**src/flash_host_params.svh**
```systemverilog
// Purpose: Timing counts and pin layout constants for the flash bus controller.
// Assumes: 200 MHz clock, 5 ns period.
// Notes:   Times are in ns; cycle counts derive from them and round as marked.
`ifndef FLASH_HOST_PARAMS_SVH
`define FLASH_HOST_PARAMS_SVH

`define CLK_PERIOD_NS       5
// Address access time of the attached part, default for a mid speed grade.
`define ADDR_ACCESS_NS      90
// Least write strobe low time.
`define WRITE_PULSE_NS      35
// Least reset pulse width.
`define RESET_PULSE_MIN_NS  500
// Time from reset release to the first read.
`define RESET_TO_READ_NS    50
// Least rounds up.
`define ACCESS_CYC    ((`ADDR_ACCESS_NS + `CLK_PERIOD_NS - 1) / `CLK_PERIOD_NS)
`define WRITE_CYC     ((`WRITE_PULSE_NS + `CLK_PERIOD_NS - 1) / `CLK_PERIOD_NS)
`define RST_PULSE_CYC ((`RESET_PULSE_MIN_NS + `CLK_PERIOD_NS - 1) / `CLK_PERIOD_NS)
`define RST_READ_CYC  ((`RESET_TO_READ_NS + `CLK_PERIOD_NS - 1) / `CLK_PERIOD_NS)
`define CNT_W         8

`define SECTOR_BIT_A6 6
`define SECTOR_BIT_A1 1
`define SECTOR_BIT_A0 0
`define UNLOCK1_ADDR  22'h00_0555
`define UNLOCK2_ADDR  22'h00_02AA
`define UNLOCK1_DATA  16'h00AA
`define UNLOCK2_DATA  16'h0055
`define PROG_CMD      16'h00A0

`endif

```
**src/flash_host_pkg.sv**
```systemverilog
// Purpose: Types shared by the flash bus controller files.
// Assumes: Constants come from flash_host_params.svh.
// Notes:   None.
package flash_host_pkg;

  typedef enum logic [2:0] {
    op_read,
    op_write,
    op_bypass_prog,
    op_protect,
    op_unprotect,
    op_reset
  } op_t;

  typedef struct packed {
    op_t         op;
    logic [21:0] addr;
    logic [15:0] data;
  } req_t;

  typedef struct packed {
    logic ce_n;
    logic oe_n;
    logic we_n;
    logic reset_n;
    logic protect_hv;
    logic accel_hv;
    logic accel_n;
  } strobes_t;

endpackage

```
**src/flash_pin_sync.sv**
```systemverilog
// Purpose: Two flip-flop synchroniser for pin inputs.
// Assumes: One clock domain.
// Notes:   The first stage feeds only the second.
`timescale 1ns/1ps
module flash_pin_sync #(
  parameter int W = 1
) (
  // Clock and reset.
  input  wire logic         clk,
  input  wire logic         nrst,
  // Data.
  input  wire logic [W-1:0] d,
  output logic      [W-1:0] q
);
  logic [W-1:0] meta;
  logic [W-1:0] next_meta;
  logic [W-1:0] next_q;

  always_comb begin
    next_meta = d;
    next_q    = meta;
  end

  always_ff @(posedge clk or negedge nrst) begin
    if (!nrst) begin
      meta <= '0;
      q    <= '0;
    end else begin
      meta <= next_meta;
      q    <= next_q;
    end
  end
endmodule

```
**src/flash_host_ctrl.sv**
```systemverilog
// Purpose: Host-side controller driving a parallel NOR flash through its pins.
// Assumes: One request at a time; the flash is asynchronous to clk.
// Notes:   High voltage levels are shown as enable outputs for an external switch.
//
// Contract
// - Read: chip select and output gate low, write strobe and reset high.
// - Write: write strobe and chip select low, output gate high.
// - Unlock bypass programs with two write cycles instead of four.
// - Host applies accelerate level only for bypass programming.
// - Host reissues an operation that reset interrupted; the controller only pulses rsp_valid after reset.
// - Host waits reset-to-read time after releasing reset.
// - Protect: select, write low, reset high voltage, A6 picks protect.
`timescale 1ns/1ps
`include "flash_host_params.svh"
module flash_host_ctrl
  import flash_host_pkg::*;
(
  // Clock and reset.
  input  wire logic        clk,
  input  wire logic        nrst,
  // Request side.
  input  wire logic        req_valid,
  output logic             req_ready,
  input  wire req_t        req,
  input  wire logic        byte_mode,
  output logic             rsp_valid,
  output logic [15:0]      rsp_data,
  output logic             busy,
  // Flash pins.
  output logic [21:0]      addr,
  output logic [15:0]      dq_out,
  output logic [15:0]      dq_oe,
  input  wire logic [15:0] dq_in,
  output strobes_t         pins,
  output logic             width_select_n,
  input  wire logic        ready_busy_n
);

  typedef enum logic [2:0] {
    st_idle,
    st_setup,
    st_strobe,
    st_hold,
    st_rst_low,
    st_rst_wait,
    st_bypass2
  } state_t;

  state_t               state;
  state_t               next_state;
  req_t                 cur;
  req_t                 next_cur;
  logic [`CNT_W-1:0]    cnt;
  logic [`CNT_W-1:0]    next_cnt;
  strobes_t             next_pins;
  logic [15:0]          next_rsp_data;
  logic                 next_rsp_valid;
  logic [15:0]          next_dq_out;
  logic                 drive;
  logic                 next_drive;
  logic [15:0]          dq_sync;
  logic                 rb_sync;

  flash_pin_sync #(.W(17)) u_sync (
    .clk  (clk),
    .nrst (nrst),
    .d    ({ready_busy_n, dq_in}),
    .q    ({rb_sync, dq_sync})
  );

  // Pick the data pins to drive: byte mode leaves the upper lanes undriven here; lane 15 is added below.
  function automatic logic [15:0] lane_enable(input logic bm, input logic en);
    lane_enable = en ? (bm ? 16'h00FF : 16'hFFFF) : 16'h0000;
  endfunction

  function automatic logic is_write(input op_t o);
    is_write = (o != op_read) && (o != op_reset);
  endfunction

  assign width_select_n = !byte_mode;
  assign req_ready      = (state == st_idle);
  assign busy           = !rb_sync;
  // Upper lane 15 carries the lowest address bit in byte mode.
  assign dq_oe          = lane_enable(byte_mode, drive) |
                          (byte_mode ? 16'h8000 : 16'h0000);

  always_comb begin
    next_state     = state;
    next_cur       = cur;
    next_cnt       = cnt;
    next_pins      = pins;
    next_rsp_valid = 1'b0;
    next_rsp_data  = rsp_data;
    next_dq_out    = dq_out;
    next_drive     = drive;
    case (state)
      st_idle: begin
        // Standby between cycles: select and reset high.
        next_pins.ce_n       = 1'b1;
        next_pins.oe_n       = 1'b1;
        next_pins.we_n       = 1'b1;
        next_pins.protect_hv = 1'b0;
        next_pins.accel_hv   = 1'b0;
        next_drive           = 1'b0;
        if (req_valid) begin
          next_cur = req;
          next_cnt = '0;
          if (req.op == op_reset) begin
            next_pins.reset_n = 1'b0;
            next_state        = st_rst_low;
          end else begin
            next_pins.ce_n       = 1'b0;
            next_pins.protect_hv = (req.op == op_protect) ||
                                   (req.op == op_unprotect);
            next_pins.accel_hv   = (req.op == op_bypass_prog);
            next_dq_out          = (req.op == op_bypass_prog) ? `PROG_CMD : req.data;
            next_drive           = is_write(req.op);
            next_state           = st_setup;
          end
        end
      end
      st_setup: begin
        if (cur.op == op_read) begin
          next_pins.oe_n = 1'b0;
        end else begin
          next_pins.we_n = 1'b0;
        end
        next_cnt   = '0;
        next_state = st_strobe;
      end
      st_strobe: begin
        next_cnt = cnt + `CNT_W'(1);
        if (cur.op == op_read && cnt == `CNT_W'(`ACCESS_CYC + 2)) begin
          next_rsp_data  = byte_mode ? {8'h00, dq_sync[7:0]} : dq_sync;
          next_rsp_valid = 1'b1;
          next_pins.oe_n = 1'b1;
          next_state     = st_hold;
        end else if (cur.op != op_read && cnt == `CNT_W'(`WRITE_CYC - 1)) begin
          next_pins.we_n = 1'b1;
          next_state     = st_hold;
        end
      end
      st_hold: begin
        // The first bypass cycle keeps its op; the second one runs as a plain write.
        if (cur.op == op_bypass_prog && drive) begin
          // Second of the two bypass cycles carries the program data.
          next_dq_out = cur.data;
          next_state  = st_bypass2;
        end else begin
          next_pins.ce_n = 1'b1;
          next_drive     = 1'b0;
          next_state     = st_idle;
        end
      end
      st_bypass2: begin
        next_dq_out = cur.data;
        next_state  = st_setup;
        next_cur.op = op_write;
      end
      st_rst_low: begin
        next_cnt = cnt + `CNT_W'(1);
        if (cnt == `CNT_W'(`RST_PULSE_CYC - 1)) begin
          next_pins.reset_n = 1'b1;
          next_cnt          = '0;
          next_state        = st_rst_wait;
        end
      end
      st_rst_wait: begin
        next_cnt = cnt + `CNT_W'(1);
        // Wait both the read recovery time and for the busy line to clear.
        if (cnt >= `CNT_W'(`RST_READ_CYC - 1) && rb_sync) begin
          // This pulse tells the requester that an interrupted operation may be reissued.
          next_rsp_valid = 1'b1;
          next_state     = st_idle;
        end
      end
      default: next_state = st_idle;
    endcase
    // Applied after the case so that a freshly taken request also gets its lane 15 right.
    if (byte_mode) begin
      next_dq_out[15] = next_cur.addr[0];
    end
    next_pins.accel_n = !next_pins.accel_hv;
  end

  always_ff @(posedge clk or negedge nrst) begin
    if (!nrst) begin
      state     <= st_idle;
      cur       <= '0;
      cnt       <= '0;
      pins      <= '{ce_n: 1'b1, oe_n: 1'b1, we_n: 1'b1, reset_n: 1'b1,
                     protect_hv: 1'b0, accel_hv: 1'b0, accel_n: 1'b1};
      rsp_valid <= 1'b0;
      rsp_data  <= '0;
      dq_out    <= '0;
      drive     <= 1'b0;
    end else begin
      state     <= next_state;
      cur       <= next_cur;
      cnt       <= next_cnt;
      pins      <= next_pins;
      rsp_valid <= next_rsp_valid;
      rsp_data  <= next_rsp_data;
      dq_out    <= next_dq_out;
      drive     <= next_drive;
    end
  end

  assign addr = (cur.op == op_protect || cur.op == op_unprotect) ?
                {cur.addr[21:7], cur.op == op_unprotect, cur.addr[5:2], 2'b10} :
                cur.addr;

  a_read_no_write: assert property (@(posedge clk) disable iff (!nrst)
    !pins.oe_n |-> pins.we_n && pins.reset_n && !pins.ce_n)
    else $error("Output gate low without a clean read.");
  a_write_no_gate: assert property (@(posedge clk) disable iff (!nrst)
    !pins.we_n |-> pins.oe_n && !pins.ce_n)
    else $error("Write strobe low with output gate low.");
  a_no_fight: assert property (@(posedge clk) disable iff (!nrst)
    !pins.oe_n |-> (dq_oe & 16'h7FFF) == 16'h0000)
    else $error("Host drives data while flash outputs.");
  a_accel_only: assert property (@(posedge clk) disable iff (!nrst)
    pins.accel_hv |-> cur.op == op_bypass_prog || cur.op == op_write)
    else $error("Accelerate level outside programming.");
  a_reset_width: assert property (@(posedge clk) disable iff (!nrst)
    $fell(pins.reset_n) |-> !pins.reset_n [*8])
    else $error("Reset pulse too short.");
  a_reset_read: assert property (@(posedge clk) disable iff (!nrst)
    $rose(pins.reset_n) |-> pins.oe_n [*8])
    else $error("Read too soon after reset.");
  a_protect_addr: assert property (@(posedge clk) disable iff (!nrst)
    pins.protect_hv && !pins.we_n |-> addr[1] && !addr[0])
    else $error("Protect address bits wrong.");
  a_byte_lanes: assert property (@(posedge clk) disable iff (!nrst)
    byte_mode |-> dq_oe[14:8] == 7'h00)
    else $error("Upper lanes driven in byte mode.");
endmodule

```
**config.mk**
```make
export PLATFORM = sky130hd
export DESIGN_NAME = flash_host_ctrl
export DESIGN_NICKNAME = d
export VERILOG_FILES = /design/src/flash_host_pkg.sv /design/src/flash_pin_sync.sv /design/src/flash_host_ctrl.sv
export VERILOG_INCLUDE_DIRS = /design/src /design/src/src
export SDC_FILE = /design/constraint.sdc
export NUM_CORES = 1
export LEC_CHECK = 0
export ABC_AREA = 1
export BUFFER_PORTS_ARGS = -buffer_cell sky130_fd_sc_hd__clkbuf_2
export CAP_MARGIN = 20
export CORE_MARGIN = 2
export CORE_UTILIZATION = 45
export DETAILED_ROUTE_END_ITERATION = 8
export GPL_ROUTABILITY_DRIVEN = 0
export PLACE_DENSITY = 0.75
export SYNTH_ARGS = -nofsm -noshare
export SYNTH_HDL_FRONTEND = slang
export SYNTH_SLANG_ARGS = --single-unit
```
**constraint.sdc**
```tcl
create_clock -name clk -period 2 [get_ports clk]
set_input_delay 0.5 -clock clk [delete_from_list [all_inputs] [get_ports clk]]
set_output_delay 0.5 -clock clk [all_outputs]
set_load 0.03 [all_outputs]
```
==> flow_summary_export.csv, run 1 <==
group,metric,value,unit
status,outcome,"finished, violations left",
status,violations,"setup timing",
min_path,min_delay_worst_endpoint,"u_sync.meta[0]$_DFF_PN0_",
clocking,clkTransAtPathRegs,60,ps
global_route,gr-total-overflow,0,
synthesis,synthArstFlopShare,1.000,
routing,vias_per_cell,4.898,
synthesis,synth-seq-cells,127,
power,p_seq_frac,0.342,
power,combPwrFrac,0.373,
timing,relSlewSlack,0.6821,
synthesis,netlist-cell-type-count,36,
die,fp.dieArea,13050,um2
timing,finalSetupViolations,1,
critical_path,crit_type,"register to primary output",
timing,slew_violations,0,
timing,worst_hold_slack,188.2,ps
timing,period_share,1.003,
global_route,grt_usage,0.1948,
die,row_count,40,
synthesis,syn_area,5470,um2
global_route,grt_pass1_vias,4183,
global_route,antenna_found_initial,0,
critical_path,r2r_slack,160,ps
die,pin_count,143,
layout,mostFrequentLayoutCell,"nand2_1",
layout,utilization,0.5685,
power,power-per-cell-area,1620,nW/um2
routing,totalWireLength,11.94,mm
timing,fmax,0.4985,GHz
critical_path,critPathLaunchType,"register",
synthesis,synth_area_leader_cell,"dfrtp_1",
routing,dr_total_vias,4384,
critical_path,critPathRequiredTime,1500,ps
power,p_clk_frac,0.285,
layout,area_growth,24.31,%
timing,hold_viol,0,
die,start_util,0.4573,
clocking,cts_tree,"built",
routing,drt_iter0_drc,222,
global_route,grt_max_degree,55,
timing,finalWorstSetupSlack,-5.986,ps
critical_path,timing.rr.end,"rsp_data[12]$_DFFE_PN0P_",
critical_path,path_max_fanout,3,
die,fp.dieW,114.3,um
power,power_leakage,0.003659,uW
timing,period_minus_slack,2006,ps
synthesis,ys_top_cells_by_area,"dfrtp_1, nand2_1, buf_4, o21ai_0, inv_1",
timing,worst_pin_slew,476.9,ps
min_path,hold_class,"primary input to register",
synthesis,synth_top_flop_cell,"dfrtp_1",
routing,ant_nets,0,
min_path,hold_depth,1,
place,io_buffers,142,
timing,finClkSkew,7.581,ps
layout,antennaDiodeCount,0,
power,switching_power,4453,uW
synthesis,ys_warn_count,0,
die,die_height,114.3,um
clocking,cts_root_buffer,"clkbuf_16",
timing,rsz0062_at_grt,"true",
clocking,cts_buffer_depth,2,
layout,drive_gt1_frac,0.2981,
synthesis,synth_edf_count,0,
die,coreArea,11960,um2
critical_path,ff2ff_path_depth,9,
synthesis,yosysSeqAreaShare,0.5821,
synthesis,syn_avg_cell_area,8.968,um2
min_path,worstHoldStart,"dq_in[0]",
routing,detail_route.wl_per_cell,13.34,um
run,drv_cap,0,
power,power.internal,6562,uW
place,place_hpwl,8.500,mm
layout,nNetsFinal,802,
clocking,clock_latency,410,ps
critical_path,crit_path_end_kind,"primary output",
clocking,numCtsBuffers,17,
layout,final_cell_mix,"nand2_1, clkbuf_2, dfrtp_1",
clocking,clock_sinks,127,
power,ir_drop,0.7124,mV
layout,fill_cells,1022,
synthesis,syn-instance-count,610,
synthesis,syn-num-nets,677,
critical_path,worstReg2RegStart,"cur[38]$_DFFE_PN0P_",
critical_path,arrival,1510,ps
synthesis,synth_top_area_frac,0.5581,
critical_path,crit_path_start,"cur[40]$_DFFE_PN0P_",
global_route,grt_pass1_wl,19.75,mm
routing,drcViolationCount,0,
power,power.share.switching,0.4043,
routing,dr.pass1.iters,5,
clocking,ctsHtreeMaxLevel,4,
## power by group through the flow
stage	registers (uW)	clock network (uW)	logic [uW]
finish	3770	3130	4110
global route	3850	3320	4550
CTS	3760	3200	4090
detailed placement	3790	0	3960
global placement	3750	0	3870
floorplan	4100	0	2900
## critical path, cell delays in order (launching register included)
cell and delay [ps]:
dfrtp_1 410, inv_2 90, nor3_2 40, nor2_1 110, inv_1 60, or2_4 230, buf_8 140
## through the flow
stage	instance area, um2	TNS [ps]	setup slack (ps)	total power, uW	std cells
after floorplan	5470	0	77.46	6998	610
after global placement	6103	0	284.2	7617	857
after detailed placement	6103	0	144.5	7742	857
after CTS	6771	-27.00	-27.00	11050	893
after global routing	6800	-80.56	-79.30	11720	895
final	6800	-5.986	-5.986	11010	895
## registers in the layout, summed over array words and instances, names as in the netlist
| register | flops |
|---|---|
| rsp_data | 16 |
| pins | 7 |
| state | 3 |
| drive | 1 |
| cnt | 8 |
| u_sync.q | 17 |
| u_sync.meta | 17 |
| dq_out | 16 |
| cur | 41 |
| rsp_valid | 1 |
## layer usage
metal / routed length [um] / share of wire / up-vias / GRT usage
met4: 301 / 0.025 / 0 / 0.09350
met1: 5083 / 0.43 / 2053 / 0.2469
met3: 647 / 0.054 / 24 / 0.04923
met2: 5903 / 0.49 / 145 / 0.3139
li1: - / - / 2162 / -
met5: 0 / 0 / - / 0
## cell type report
type | count | area [um2] | area share
clock buffer | 19 | 442.9 | 0.06513
clock inverter | 13 | 162.7 | 0.02392
inverter | 57 | 216.5 | 0.03183
multi-input combinational | 375 | 1753 | 0.2578
sequential | 127 | 3188 | 0.4688
tap | 147 | 183.9 | 0.02705
timing repair buffer | 157 | 853.3 | 0.1255
## Yosys cell counts, drive strengths merged (2+ instances only)
library cell	number
inv	57
nor3	8
o211ai	5
a21oi	5
clkbuf	7
nand4	5
nor2	29
nand2	202
dfstp	5
buf	44
dfrtp	122
o22ai	3
ha	5
nand3	32
o21ai	73
o21a	2
## repair_timing
item	CTS	global route
setup buffers	3	2
pin swaps	1	1
endpoints found under the hold margin	1	0
gates resized for setup	11	9
endpoints found under the setup margin	10	14
hold buffers	1	0
## cells by family (layout without fill, tap and decap cells)
logic type / Yosys count / in the layout / synth area share
AND/OR/NAND/NOR: 277 / 277 / 0.2116
flip-flops: 127 / 127 / 0.5821
adder cells (fa/ha/maj): 5 / 5 / 0.01144
buffers and inverters: 108 / 246 / 0.1020
AO/OA/AOI/OAI: 93 / 93 / 0.09287
## how the worst max path moves through the flow
stage	cells after the start	slack, ps	end
after global routing	6	-80	addr[1]
after detailed placement	6	140	cur[39]$_DFFE_PN0P_
final	6	-6	addr[1]
after CTS	6	-30	addr[1]
after global placement	3	280	dq_oe[14]
after floorplan	3	80	dq_oe[10]
No activity file was read; power rests on OpenSTA's default activity.
==> run 2: changes to the inputs <==
Settings changed: PLACE_DENSITY 0.75 to 0.67, SYNTH_HIERARCHICAL set to 1.
==> flow_summary_export.csv, run 2 <==
group,metric,value,unit
timing,worst_pin_slew,517.2,ps
global_route,antenna_found_initial,0,
status,violations,"setup timing",
layout,nNetsFinal,825,
place,place_hpwl,8.715,mm
power,power-per-cell-area,1648,nW/um2
timing,setup_tns,-5.329,ps
global_route,grt_max_degree,42,
global_route,grt_pass1_vias,4174,
clocking,cts_root_buffer,"clkbuf_16",
power,p_seq_frac,0.340,
timing,finalWorstSetupSlack,-5.329,ps
synthesis,syn_avg_cell_area,8.694,um2
synthesis,ys_warn_count,6,
clocking,numCtsBuffers,17,
layout,fill_cells,1114,
die,start_util,0.4618,
timing,worst_hold_slack,51.49,ps
timing,period_minus_slack,2005,ps
synthesis,synth_top_area_frac,0.5504,
routing,drcViolationCount,0,
critical_path,path_max_fanout,3,
synthesis,syn-instance-count,638,
layout,drive_gt1_frac,0.2866,
power,power_leakage,0.003732,uW
die,fp.dieArea,13230,um2
layout,mostFrequentLayoutCell,"nand2_1",
critical_path,critPathRequiredTime,1500,ps
global_route,grt_usage,0.1933,
timing,fmax,0.4987,GHz
run,drv_cap,0,
routing,dr.pass1.iters,4,
critical_path,crit_type,"register to primary output",
clocking,clkTransAtPathRegs,60,ps
critical_path,cp_slowest_cell,"dfrtp_1",
place,placed_area,6185,um2
clocking,clock_latency,420,ps
die,pin_count,143,
synthesis,synth_area_leader_cell,"dfrtp_1",
clocking,cts_buffer_depth,2,
synthesis,netlist-cell-type-count,35,
synthesis,ys_top_cells_by_area,"dfrtp_1, nand2_1, buf_4, inv_1, nor2_1",
layout,final_cell_area,6822,um2
status,outcome,"finished, violations left",
critical_path,crit_path_max_incr_delay,400,ps
synthesis,synth_top_flop_cell,"dfrtp_1",
routing,drt_iter0_drc,242,
die,coreArea,12010,um2
critical_path,crit_top_cell,"nor2_1",
layout,final_cell_mix,"nand2_1, clkbuf_2, dfrtp_1",
layout,regArea,3188,um2
power,power,11240,uW
die,row_count,40,
place,io_buffers,142,
synthesis,synthTopCellsByCount,"nand2_1, dfrtp_1, inv_1, buf_4, nor2_1",
power,combPwrFrac,0.392,
clocking,clock_sinks,127,
timing,finClkSkew,4.655,ps
synthesis,syn_area,5547,um2
power,p_clk_frac,0.268,
critical_path,critPathLaunchType,"register",
timing,hold_viol,0,
synthesis,synthArstFlopShare,1.000,
global_route,grt_pass1_wl,19.69,mm
synthesis,synth-seq-cells,127,
timing,finalSetupViolations,1,
timing,relSlewSlack,0.6552,
routing,vias_per_cell,4.792,
layout,reg_top3,"cur x41, u_sync/meta x17, u_sync/q x17",
layout,largest_reg_flops,41,
power,ir_drop,0.8305,mV
critical_path,crit_chain,"nor2_1, inv_1, nor2_2, nor2_1, inv_1, buf_4, nor2_1, buf_4",
routing,ant_nets,0,
synthesis,syn-num-nets,705,
power,power.internal,6451,uW
timing,rsz0062_at_grt,"true",
power,power.share.switching,0.4261,
routing,detail_route.wl_per_cell,13.23,um
critical_path,arrival,1510,ps
timing,slew_violations,0,
synthesis,synth_most_common_cell,"nand2_1",
clocking,ctsHtreeMaxLevel,4,
layout,multi_input_area,1839,um2
synthesis,synth_edf_count,0,
layout,largest_register,"cur",
clocking,hold_buffers,0,
layout,antennaDiodeCount,0,
synthesis,yosysSeqAreaShare,0.5741,
routing,dr_total_vias,4399,
routing,totalWireLength,12.14,mm
clocking,cts_tree,"built",
timing,period_share,1.003,
global_route,gr-total-overflow,0,
critical_path,crit_path_end_kind,"primary output",
power,switching_power,4789,uW
layout,utilization,0.5679,
layout,area_growth,22.99,%
min_path,hold_class,"primary input to asynchronous set/reset pin",
die,fp.dieW,115.0,um
die,die_height,115.0,um
run 2: cell count changes after synthesis, sizes merged, moves of 2 or more:
cell    previous run  this run
o211ai             5         2
nand4              5         3
clkbuf             7         3
inv               57        45
buf               44        49
xnor2              0         2
nor2              29        43
a21oi              5         7
nand2            202       276
o21ai             73        42
nand3             32        15
run 2: final timing paths:
| check | from | endpoint | slack, ps | cells past startpoint |
|---|---|---|---|---|
| setup / recovery | cur[38]$_DFFE_PN0P_ | addr[0] | -5 | 8 |
| hold / removal | nrst | rsp_data[4]$_DFFE_PN0P_ | 50 | 1 |
| setup reg to reg | state[2]$_DFFE_PN0P_ | dq_out[2]$_DFFE_PN0P_ | 270 | 8 |
| hold reg to reg | u_sync/meta[4]$_DFF_PN0_ | u_sync/q[4]$_DFF_PN0_ | 340 | 0 |
| max in group asynchronous | nrst | pins[6]$_DFFE_PN1P_ | 1350 | 2 |
| min in group clk | dq_in[6] | u_sync/meta[6]$_DFF_PN0_ | 190 | 1 |
run 2: repair_timing:
action / in CTS / in global routing
resized for setup: 10 / 12
setup endpoints to repair: 9 / 13
pin swaps: 2 / 1
buffers inserted: 1 / 0
run 2: final cells by class:
type / count / area share
Clock inverter: 14 / 0.02329
Inverter: 45 / 0.02513
Sequential cell: 127 / 0.4674
Multi-Input combinational cell: 414 / 0.2696
Tap cell: 147 / 0.02696
Clock buffer: 18 / 0.06291
Timing Repair Buffer: 153 / 0.1247
run 2: power groups by stage:
stage	Clock, uW	Combinational [uW]	Sequential [uW]
detailed placement	0	4310	3830
CTS	3090	4410	3810
global placement	0	4200	3810
global route	3210	4910	3900
finish	3020	4410	3820
floorplan	0	3330	4080
run 2: per-layer routing:
| metal | global-route usage | vias to the layer above | part of all wire |
|---|---|---|---|
| met5 | 0 | - | 0 |
| met4 | 0.07711 | 0 | 0.016 |
| met3 | 0.05851 | 15 | 0.054 |
| met2 | 0.3173 | 136 | 0.49 |
| met1 | 0.2406 | 2069 | 0.44 |
| li1 | - | 2179 | - |
run 2: metrics by stage:
stage / cells / setup slack, ps
after floorplan: 638 / 70.04
after global placement: 885 / 250.5
after detailed placement: 885 / 161.4
after global routing: 918 / -120.8
after CTS: 918 / -48.27
final: 918 / -5.329
run 2: cells by family after synthesis:
| group | count (synthesis) | share of synthesized area |
|---|---|---|
| AOI/OAI and AO/OA | 57 | 0.05459 |
| xor gates and xnor gates | 3 | 0.004738 |
| adders and majority gates | 5 | 0.01128 |
| buffers and inverters | 97 | 0.09745 |
| DFF | 127 | 0.5741 |
| and+or+nand+nor | 349 | 0.2578 |
run 2: worst max-delay path: cells and delay by family (launching register included):
| kind | cells | cell delay [ps] |
|---|---|---|
| AND/OR/NAND/NOR | 4 | 260 |
| buffers and inverters | 4 | 430 |
| flip-flops | 1 | 400 |
==> run 3: changes to the inputs <==
Settings changed: PLACE_DENSITY 0.67 to not set, PLACE_DENSITY_LB_ADDON set to 0.08.
==> flow_summary_export.csv, run 3 (same netlist as run 2, synthesis figures left out) <==
group,metric,value,unit
critical_path,path_max_fanout,3,
layout,nNetsFinal,827,
power,combPwrFrac,0.390,
layout,largest_reg_flops,41,
clocking,clock_sinks,127,
timing,worst_pin_slew,533.8,ps
run,drv_cap,0,
clocking,clock_latency,410,ps
layout,antennaDiodeCount,0,
global_route,antenna_found_initial,0,
power,power.share.switching,0.4170,
routing,ant_nets,0,
place,place_hpwl,8.596,mm
global_route,grt_pass1_wl,19.83,mm
clocking,cts_root_buffer,"clkbuf_16",
layout,drive_gt1_frac,0.2876,
routing,drt_iter0_drc,268,
timing,period_share,0.9953,
layout,multi_input_area,1839,um2
timing,rsz0062_at_grt,"true",
power,switching_power,4724,uW
layout,fill_cells,1084,
clocking,numCtsBuffers,17,
layout,regArea,3187,um2
die,die_height,115.0,um
power,p_clk_frac,0.275,
routing,dr_total_vias,4336,
routing,totalWireLength,12.00,mm
power,power_leakage,0.003740,uW
layout,final_cell_mix,"nand2_1, clkbuf_2, dfrtp_1",
routing,vias_per_cell,4.718,
clocking,clkTransAtPathRegs,60,ps
clocking,hold_buffers,0,
timing,worst_hold_slack,48.55,ps
timing,hold_viol,0,
critical_path,crit_type,"register to primary output",
die,fp.dieW,115.0,um
power,ir_drop,0.8791,mV
timing,slew_violations,0,
routing,dr.pass1.iters,6,
layout,mostFrequentLayoutCell,"nand2_1",
power,power-per-cell-area,1656,nW/um2
critical_path,crit_chain,"nor2_1, inv_1, nor2_2, nor2_1, inv_1, or2_4, buf_8",
layout,largest_register,"cur",
routing,detail_route.wl_per_cell,13.06,um
min_path,hold_class,"primary input to asynchronous set/reset pin",
clocking,ctsHtreeMaxLevel,4,
critical_path,crit_path_max_incr_delay,400,ps
global_route,grt_pass1_vias,4214,
global_route,grt_max_degree,56,
critical_path,critPathRequiredTime,1500,ps
die,fp.dieArea,13230,um2
global_route,gr-total-overflow,0,
layout,reg_top3,"cur x41, u_sync/meta x17, u_sync/q x17",
die,row_count,40,
die,coreArea,12010,um2
power,power.internal,6604,uW
place,io_buffers,142,
timing,relSlewSlack,0.6442,
timing,finalSetupViolations,0,
global_route,grt_usage,0.1942,
die,start_util,0.4618,
status,outcome,"finished, final reports clean",
layout,area_growth,23.30,%
timing,fmax,0.5023,GHz
critical_path,critPathLaunchType,"register",
timing,period_minus_slack,1991,ps
place,pre_cts_ws,192.5,ps
power,p_seq_frac,0.335,
critical_path,crit_path_end_kind,"primary output",
routing,drcViolationCount,0,
timing,finClkSkew,8.642,ps
clocking,cts_buffer_depth,2,
timing,finalWorstSetupSlack,9.336,ps
place,placed_area,6176,um2
critical_path,cp_slowest_cell,"dfrtp_1",
layout,final_cell_area,6839,um2
die,pin_count,143,
clocking,cts_tree,"built",
critical_path,arrival,1490,ps
[run 3: cell types whose count changed in the layout (fill, tap and decap cells not counted), sizes merged]
| cell | change |
|---|---|
| clkinv | -4 |
| buf | +3 |
| clkinvlp | +2 |
| inv | -1 |
| bufinv | +1 |
[run 3: worst paths after layout]
kind | start | end | slack [ps] | cells past startpoint
worst max-delay path | cur[38]$_DFFE_PN0P_ | addr[1] | 9 | 7
max in group asynchronous | nrst | dq_out[10]$_DFFE_PN0P_ | 1340 | 2
worst min register to register | u_sync/meta[12]$_DFF_PN0_ | u_sync/q[12]$_DFF_PN0_ | 350 | 0
worst min-delay path | nrst | cnt[7]$_DFFE_PN0P_ | 50 | 1
min in group clk | dq_in[12] | u_sync/meta[12]$_DFF_PN0_ | 190 | 1
worst max register to register | state[2]$_DFFE_PN0P_ | dq_out[3]$_DFFE_PN0P_ | 290 | 8
[run 3: layout make-up]
class,count,share of cell area
flip-flops and latches,127,0.4660
well taps,147,0.02689
repair buffers,155,0.1250
clock inverters,12,0.02342
clock buffers,19,0.06476
inverters,45,0.02506
multi-input cells,414,0.2689
[run 3: per-layer routing]
layer  global-route usage  share of wire
met5                    0              0
met1               0.2560           0.44
met2               0.2933           0.47
met3              0.06273          0.071
met4              0.09076          0.024
[run 3: what timing repair did]
| item | in CTS | in global routing |
|---|---|---|
| endpoints found under the setup margin | 8 | 13 |
| pin swaps | 2 | 0 |
| setup buffers | 2 | 1 |
| resized for setup | 9 | 13 |
[run 3: metrics by stage]
stage                     total power, uW    util  TNS, ps  cells
after detailed placement             8120  0.5142        0    885
final                               11330  0.5694        0    919
after global placement               8031  0.5142        0    885
after floorplan                      7408       -        0    638
after CTS                           11380  0.5675        0    918
after global routing                12150  0.5694   -73.50    919
[run 3: power groups by stage]
stage                     Sequential, uW  Combinational [uW]  Clock [uW]
final                               3800                4410        3110
after global routing                3900                4930        3330
after CTS                           3800                4390        3190
after detailed placement            3820                4300           0
after global placement              3810                4230           0
after floorplan                     4080                3330           0
[run 3: worst max-delay path, delay by kind of cell, from the launching register on]
kind	cells	cell delay (ps)
flip-flops	1	400
AND/OR/NAND/NOR	4	410
buffers and inverters	3	280
